## src/core/mnp_pkg.sv

```systemverilog
// Shared constants for the nibble port between the MAC and the PHY
package mnp_pkg;

  localparam int unsigned NIB_W       = 4;        // Nibble width on both data paths
  localparam int unsigned BYTE_W      = 8;        // User-side byte width
  localparam int unsigned SYNC_STAGES = 2;        // Flops before any logic reads a pin
  localparam int unsigned LO_NIB_POS  = 0;        // Low nibble position, sent and received first
  localparam int unsigned HI_NIB_POS  = 4;        // High nibble position, second on the wire

  // Values after reset
  localparam logic [3:0] TXD_RST      = 4'h0;
  localparam logic       TX_VALID_RST = 1'b0;
  localparam logic       HALF_DPX_RST = 1'b0;     // Full duplex until the strap is seen

  // Transmit nibble sequencer
  typedef enum logic [1:0] {
    MNP_TX_IDLE,
    MNP_TX_HIGH,
    MNP_TX_NEXT
  } mnp_tx_state_e;

endpackage

```

## src/core/mnp_sync.sv

```systemverilog
// Two-stage synchroniser for a group of asynchronous levels
`timescale 1ns/1ps
module mnp_sync
  import mnp_pkg::*;
#(
  parameter int unsigned WIDTH = 1
)(
  input  wire logic             clk,
  input  wire logic             rstn,
  input  wire logic [WIDTH-1:0] async_in,
  output logic      [WIDTH-1:0] sync_out
);

  logic [WIDTH-1:0] meta_q;

  // First stage feeds only the second stage
  always_ff @(posedge clk)
  begin
    if (!rstn)
    begin
      meta_q   <= '0;
      sync_out <= '0;
    end
    else
    begin
      meta_q   <= async_in;
      sync_out <= meta_q;
    end
  end

endmodule

```

## src/core/mnp_top.sv

```systemverilog
// Nibble port between the MAC core and an external Ethernet PHY
`timescale 1ns/1ps
module mnp_top
  import mnp_pkg::*;
(
  input  wire logic              clk,
  input  wire logic              rstn,
  // PHY side
  input  wire logic              tx_nibble_clock,
  output logic                   tx_nibble_valid,
  output logic [NIB_W-1:0]       txd,
  input  wire logic              rx_nibble_clock,
  input  wire logic              rx_nibble_valid,
  input  wire logic [NIB_W-1:0]  rxd,
  input  wire logic              col,
  input  wire logic              crs,
  input  wire logic              duplex_strap_n,
  // MAC side, transmit bytes
  input  wire logic [BYTE_W-1:0] tx_byte,
  input  wire logic              tx_byte_last,
  input  wire logic              tx_byte_valid,
  output logic                   tx_byte_ready,
  output logic                   tx_underrun,
  // MAC side, receive bytes
  output logic [BYTE_W-1:0]      rx_byte,
  output logic                   rx_byte_valid,
  output logic                   rx_frame_end,
  output logic                   rx_odd_nibble,
  // MAC side, medium status
  output logic                   collision,
  output logic                   carrier,
  output logic                   half_duplex
);

  ////////////////////////////////////////////////////////////////////////////
  // Pin synchronisers
  logic             txc_s;
  logic             rxc_s;
  logic             rx_nibble_valid_s;
  logic [NIB_W-1:0] rxd_s;
  logic             col_s;
  logic             crs_s;
  logic             strap_n_s;
  // Link clocks are sampled, not used as clocks: one core domain only
  mnp_sync #(.WIDTH(1)) u_sync_txc (
    .clk      (clk),
    .rstn     (rstn),
    .async_in (tx_nibble_clock),
    .sync_out (txc_s)
  );

  // Receive clock, valid and data share stages so they stay aligned
  mnp_sync #(.WIDTH(NIB_W + 2)) u_sync_rx (
    .clk      (clk),
    .rstn     (rstn),
    .async_in ({rx_nibble_clock, rx_nibble_valid, rxd}),
    .sync_out ({rxc_s, rx_nibble_valid_s, rxd_s})
  );

  mnp_sync #(.WIDTH(3)) u_sync_misc (
    .clk      (clk),
    .rstn     (rstn),
    .async_in ({col, crs, duplex_strap_n}),
    .sync_out ({col_s, crs_s, strap_n_s})
  );

  ////////////////////////////////////////////////////////////////////////////
  // Link clock edge detection
  logic txc_prev_q;
  logic rxc_prev_q;
  logic tx_edge;
  logic rx_edge;
  // Previous sampled level of each link clock
  always_ff @(posedge clk)
  begin
    if (!rstn)
    begin
      txc_prev_q <= 1'b0;
      rxc_prev_q <= 1'b0;
    end
    else
    begin
      txc_prev_q <= txc_s;
      rxc_prev_q <= rxc_s;
    end
  end

  assign tx_edge = txc_s & ~txc_prev_q;
  assign rx_edge = rxc_s & ~rxc_prev_q;

  ////////////////////////////////////////////////////////////////////////////
  // Duplex strap and medium status
  // Strap followed after reset release; the reset itself loads HALF_DPX_RST (full duplex)
  always_ff @(posedge clk)
  begin
    if (!rstn)
    begin
      half_duplex <= HALF_DPX_RST;
      collision   <= 1'b0;
      carrier     <= 1'b0;
    end
    else
    begin
      half_duplex <= strap_n_s;
      collision   <= col_s & half_duplex;
      carrier     <= crs_s;
    end
  end

  ////////////////////////////////////////////////////////////////////////////
  // Transmit byte holding register
  logic [BYTE_W-1:0] hold_q;
  logic              hold_last_q;
  logic              hold_full_q;
  logic              hold_full_d;
  logic              tx_accept;
  logic              tx_take;
  mnp_tx_state_e     tx_state_q;
  logic [BYTE_W-1:0] cur_q;
  logic              cur_last_q;
  // A byte leaves the holder only when its low nibble goes out
  assign tx_accept = tx_byte_valid & tx_byte_ready;
  assign tx_take   = tx_edge & hold_full_q &
                     ((tx_state_q == MNP_TX_IDLE) | ((tx_state_q == MNP_TX_NEXT) & ~cur_last_q));

  always_comb
  begin
    hold_full_d = hold_full_q;
    if (tx_accept)
      hold_full_d = 1'b1;
    else if (tx_take)
      hold_full_d = 1'b0;
  end

  // One byte of buffering; ready is registered so it stalls the MAC early
  always_ff @(posedge clk)
  begin
    if (!rstn)
    begin
      hold_q        <= '0;
      hold_last_q   <= 1'b0;
      hold_full_q   <= 1'b0;
      tx_byte_ready <= 1'b0;
    end
    else
    begin
      hold_full_q   <= hold_full_d;
      tx_byte_ready <= ~hold_full_d;
      if (tx_accept)
      begin
        hold_q      <= tx_byte;
        hold_last_q <= tx_byte_last;
      end
    end
  end

  ////////////////////////////////////////////////////////////////////////////
  // Transmit nibble sequencer, changes only on a transmit clock rise
  always_ff @(posedge clk)
  begin
    if (!rstn)
    begin
      tx_state_q      <= MNP_TX_IDLE;
      tx_nibble_valid <= TX_VALID_RST;
      txd             <= TXD_RST;
      cur_q           <= '0;
      cur_last_q      <= 1'b0;
      tx_underrun     <= 1'b0;
    end
    else
    begin
      tx_underrun <= 1'b0;
      if (tx_edge)
      begin
        case (tx_state_q)
          MNP_TX_IDLE:
          begin
            if (hold_full_q)
            begin
              txd             <= hold_q[LO_NIB_POS +: NIB_W];
              tx_nibble_valid <= 1'b1;
              cur_q           <= hold_q;
              cur_last_q      <= hold_last_q;
              tx_state_q      <= MNP_TX_HIGH;
            end
            else
            begin
              tx_nibble_valid <= 1'b0;
              txd             <= TXD_RST;
            end
          end
          MNP_TX_HIGH:
          begin
            txd        <= cur_q[HI_NIB_POS +: NIB_W];
            tx_state_q <= MNP_TX_NEXT;
          end
          MNP_TX_NEXT:
          begin
            if (cur_last_q)
            begin
              // Last nibble has been clocked out; valid falls now
              tx_nibble_valid <= 1'b0;
              txd             <= TXD_RST;
              tx_state_q      <= MNP_TX_IDLE;
            end
            else if (hold_full_q)
            begin
              txd        <= hold_q[LO_NIB_POS +: NIB_W];
              cur_q      <= hold_q;
              cur_last_q <= hold_last_q;
              tx_state_q <= MNP_TX_HIGH;
            end
            else
            begin
              // MAC ran dry mid-frame: frame is cut short, not stretched
              tx_nibble_valid <= 1'b0;
              txd             <= TXD_RST;
              tx_underrun     <= 1'b1;
              tx_state_q      <= MNP_TX_IDLE;
            end
          end
          default:
          begin
            tx_nibble_valid <= 1'b0;
            txd             <= TXD_RST;
            tx_state_q      <= MNP_TX_IDLE;
          end
        endcase
      end
    end
  end

  ////////////////////////////////////////////////////////////////////////////
  // Receive nibble assembly, sampled on a receive clock rise
  logic [NIB_W-1:0] rx_low_q;
  logic             rx_have_low_q;
  logic             rx_in_frame_q;

  always_ff @(posedge clk)
  begin
    if (!rstn)
    begin
      rx_low_q      <= '0;
      rx_have_low_q <= 1'b0;
      rx_in_frame_q <= 1'b0;
      rx_byte       <= '0;
      rx_byte_valid <= 1'b0;
      rx_frame_end  <= 1'b0;
      rx_odd_nibble <= 1'b0;
    end
    else
    begin
      rx_byte_valid <= 1'b0;
      rx_frame_end  <= 1'b0;
      rx_odd_nibble <= 1'b0;
      if (rx_edge)
      begin
        rx_in_frame_q <= rx_nibble_valid_s;
        if (rx_nibble_valid_s)
        begin
          if (rx_have_low_q)
          begin
            rx_byte       <= {rxd_s, rx_low_q};
            rx_byte_valid <= 1'b1;
            rx_have_low_q <= 1'b0;
          end
          else
          begin
            rx_low_q      <= rxd_s;
            rx_have_low_q <= 1'b1;
          end
        end
        else if (rx_in_frame_q)
        begin
          // Frame ended; a dangling nibble is dropped and reported
          rx_frame_end  <= 1'b1;
          rx_odd_nibble <= rx_have_low_q;
          rx_have_low_q <= 1'b0;
        end
      end
    end
  end

endmodule

```

## config.mk

```make
export PLATFORM = sky130hd
export DESIGN_NAME = mnp_top
export DESIGN_NICKNAME = d
export VERILOG_FILES = /design/src/core/mnp_pkg.sv /design/src/core/mnp_sync.sv /design/src/core/mnp_top.sv
export SDC_FILE = /design/constraint.sdc
export NUM_CORES = 1
export LEC_CHECK = 0
export ABC_AREA = 1
export BUFFER_PORTS_ARGS = -buffer_cell sky130_fd_sc_hd__buf_2
export CORE_ASPECT_RATIO = 0.8
export CORE_MARGIN = 4
export CORE_UTILIZATION = 25
export DETAILED_ROUTE_END_ITERATION = 7
export GPL_TIMING_DRIVEN = 0
export MAX_ROUTING_LAYER = met4
export PLACE_DENSITY = 0.45
export SLEW_MARGIN = 20
export SYNTH_ARGS = -nofsm -noshare
export SYNTH_HDL_FRONTEND = slang
export SYNTH_SLANG_ARGS = --single-unit
```

## constraint.sdc

```tcl
create_clock -name clk -period 0.9 [get_ports clk]
set_input_delay 0.09 -clock clk [delete_from_list [all_inputs] [get_ports clk]]
set_output_delay 0.09 -clock clk [all_outputs]
set_load 0.05 [all_outputs]
```

==> impl_metrics.env <==
export IMPL_total_leakage_power_uw=0.00175
export IMPL_tns_ns=-2.75
export IMPL_ant_nets=0
export IMPL_clock_path_buffers=2
export IMPL_track_usage_pct=11.2
export IMPL_status="finished, violations left"
export IMPL_start_util_pct=25.7
export IMPL_avgSynthCellArea_um2=7.79
export IMPL_grt_pass1_vias=1956
export IMPL_fillers=892
export IMPL_dpl_hpwl_um=3540
export IMPL_p_per_area_nw_per_um2=1860
export IMPL_io_pins=43
export IMPL_violations="setup timing"
export IMPL_finalHoldViolations=0
export IMPL_setup_violations_final=36
export IMPL_holdCritStartpoint="tx_byte[0]"
export IMPL_cts_clk_slew_worst_paths_ns=0.06
export IMPL_synth_ff_type="dfxtp_1"
export IMPL_h_tree_depth=3
export IMPL_synth_async_sr_flop_share_pct=0
export IMPL_syn_area_um2=2340
export IMPL_layout_drive_gt1_share_pct=40.8
export IMPL_peakVddDrop_uv=956
export IMPL_crit_fanout=6
export IMPL_hp_class="in2reg"
export IMPL_synth_area_leaders="dfxtp_1 (56%), nand2_1 (14%), inv_1 (6.9%), nor2_1 (6.4%), nand3_1 (3.0%)"
export IMPL_antenna_found_initial=0
export IMPL_dp_cells=457
export IMPL_rsz0062_at_grt="true"
export IMPL_die_area_um2=11000
export IMPL_start_kind="register"
export IMPL_maxCapViolCount=0
export IMPL_post_route_period_util_pct=116
export IMPL_num_vias=1963
export IMPL_grt_pass1_wl_um=9100
export IMPL_reg2reg_slack_ns=-0.15
export IMPL_antennaDiodeCount=0
export IMPL_setup_ws_ns=-0.148
export IMPL_grt_ovfl_total=0
export IMPL_routabilityCongestion=0.727
export IMPL_chipHeight_um=94.6
export IMPL_syn_nets=323
export IMPL_yosysSeqAreaShare_pct=56.4
export IMPL_hold_end="hold_q[0]"
export IMPL_final_seq_area_um2=1370
export IMPL_synth_most_common_cell="nand2_1"
export IMPL_post_place_ws_ns=-0.176
export IMPL_reg2reg_depth=5
export IMPL_final_cells=502
export IMPL_multi_input_area_um2=995
export IMPL_r2r_end="tx_byte_ready"
export IMPL_syn_to_final_growth_pct=57.6
export IMPL_clock_latency_ns=0.33
export IMPL_r2r_start="cur_last_q"
export IMPL_synthDominantCellAreaShare_pct=56.4
export IMPL_root_buffer="clkbuf_16"
export IMPL_nets=404
export IMPL_numPortBuffers=41
export IMPL_skew_ns=0.00653
export IMPL_post_drt_wl_per_cell_um=10.6
export IMPL_required_ns=1.17
export IMPL_cts_buffers=9
export IMPL_path_class="reg2reg"
export IMPL_cts_sinks=66
export IMPL_rows=31
export IMPL_tightestPinTransition_ns=0.546
export IMPL_yosysWarnings=0
export IMPL_fmax_mhz=954
export IMPL_grt_max_degree=15
export IMPL_synth_cell_types=22
export IMPL_period_needed_ns=1.05
export IMPL_crit_arrival_ns=1.31
export IMPL_design_area_um2=3690
export IMPL_ys_seq_elements=66
export IMPL_drtIter0Drc=65
export IMPL_slew_viol_final=0
export IMPL_synth_edff_count=0
export IMPL_viasPerCell=3.91
export IMPL_dr_pass1_iters=4
export IMPL_drc_errors=0
export IMPL_tritoncts="built"
export IMPL_synth_top_area_cell="dfxtp_1"
export IMPL_die_w_um=116
export IMPL_core_area_um2=9110
export IMPL_holdPathStages=3
export IMPL_syn_instance_count=301
export IMPL_end_kind="register"
export IMPL_slew_headroom_pct=63.6
export IMPL_drt_wl_total_um=5320
export IMPL_placed_area_um2=2730
export IMPL_netlist_top_cells_count="nand2_1 (87), dfxtp_1 (66), inv_1 (43), nor2_1 (40), nand3_1 (14)"
## worst max-delay path, stage by stage, from the launching register on
cell	delay (ns)
dfxtp_2	0.36
a21oi_4	0.29
nand2_4	0.13
nand2_4	0.09
nand2_2	0.05
nor2_2	0.06
## what timing repair did
| action | in CTS | in global routing |
|---|---|---|
| pin swaps | 19 | 18 |
| resized for setup | 109 | 35 |
| hold buffers | 15 | 0 |
| endpoints found under the hold margin | 15 | 0 |
| setup buffers | 12 | 2 |
| gates cloned | 2 | 0 |
| endpoints found under the setup margin | 49 | 55 |
## cell families after synthesis
kind of cell / count (synthesis) / synth area share, %
compound gates: 26 / 6.25
buf+inv: 57 / 9.50
flops: 66 / 56.4
simple gates: 152 / 27.9
## cell type report
class	count	area share, %
clock inverters	7	1.66
inverters	49	5.25
plain buffers	7	1.02
well taps	115	3.90
flip-flops and latches	66	37.2
multi-input cells	180	26.9
clock buffers	9	6.10
repair buffers	69	18.0
## per-stage QoR
step                      total power (uW)  hold WS (ns)  util (%)
after global placement                3480         0.273      29.9
after CTS                             6920       0.00465      39.2
after global routing                  7180        0.0255      40.5
after floorplan                       3370         0.188         -
after detailed placement              3490         0.274      29.9
final                                 6860       0.00446      40.5
## cells in the final DEF (no fill, tap or decap), types with 2 or more instances in the layout
cell type / Yosys / routed
nand2_1: 87 / 77
nand2_4: 2 / 5
a21oi_1: 10 / 6
dfxtp_1: 66 / 37
inv_2: 5 / 7
dfxtp_4: 0 / 6
clkbuf_16: 0 / 9
a21oi_2: 0 / 5
nor2_1: 40 / 36
nor2_2: 2 / 2
clkinv_4: 0 / 2
inv_6: 0 / 2
nand3_2: 0 / 7
buf_2: 4 / 23
buf_6: 0 / 9
nand2_2: 0 / 6
o21ai_2: 0 / 5
nor2_4: 3 / 8
dlygate4sd3_1: 0 / 15
clkbuf_1: 3 / 3
buf_8: 0 / 17
inv_1: 43 / 38
nand3_1: 14 / 6
dfxtp_2: 0 / 23
o21ai_1: 0 / 7
inv_4: 0 / 4
clkinvlp_4: 0 / 2
buf_4: 1 / 9
## worst max path at each step
| stage | slack (ns) | start | endpoint |
|---|---|---|---|
| floorplan | -0.06 | tx_state_q[0] | tx_byte_ready |
| global placement | -0.16 | tx_state_q[0] | tx_byte_ready |
| detailed placement | -0.18 | u_sync_rx.sync_out[4] | rx_byte[6] |
| CTS | -0.15 | rxc_prev_q | rx_byte[3] |
| global route | -0.21 | u_sync_txc.sync_out | cur_last_q |
| finish | -0.15 | cur_last_q | tx_byte_ready |
## registers in the layout, summed over array words and instances (netlist names), 2 cells and up
name                  cells
rx_byte                   8
u_sync_rx.meta_q          6
u_sync_misc.meta_q        3
u_sync_misc.sync_out      3
hold_q                    8
tx_state_q                2
txd                       4
rx_low_q                  4
u_sync_rx.sync_out        6
cur_q                     4
## report_power, final
part	switching (uW)	leakage [uW]	internal (uW)
sequential	69.9	0.000554	3010
clock	1390	0.000135	1910
combinational	263	0.00107	222
## per-layer routing
layer  share of wire (%)  global-route usage, %  up-vias
met5                   0                      -        -
met4                 1.9                   4.35        0
met3                 4.8                   4.23       11
met2                  45                   16.8       31
met1                  48                   13.5      847
li1                    -                      -     1074
No activity file was read; power rests on OpenSTA's default activity.
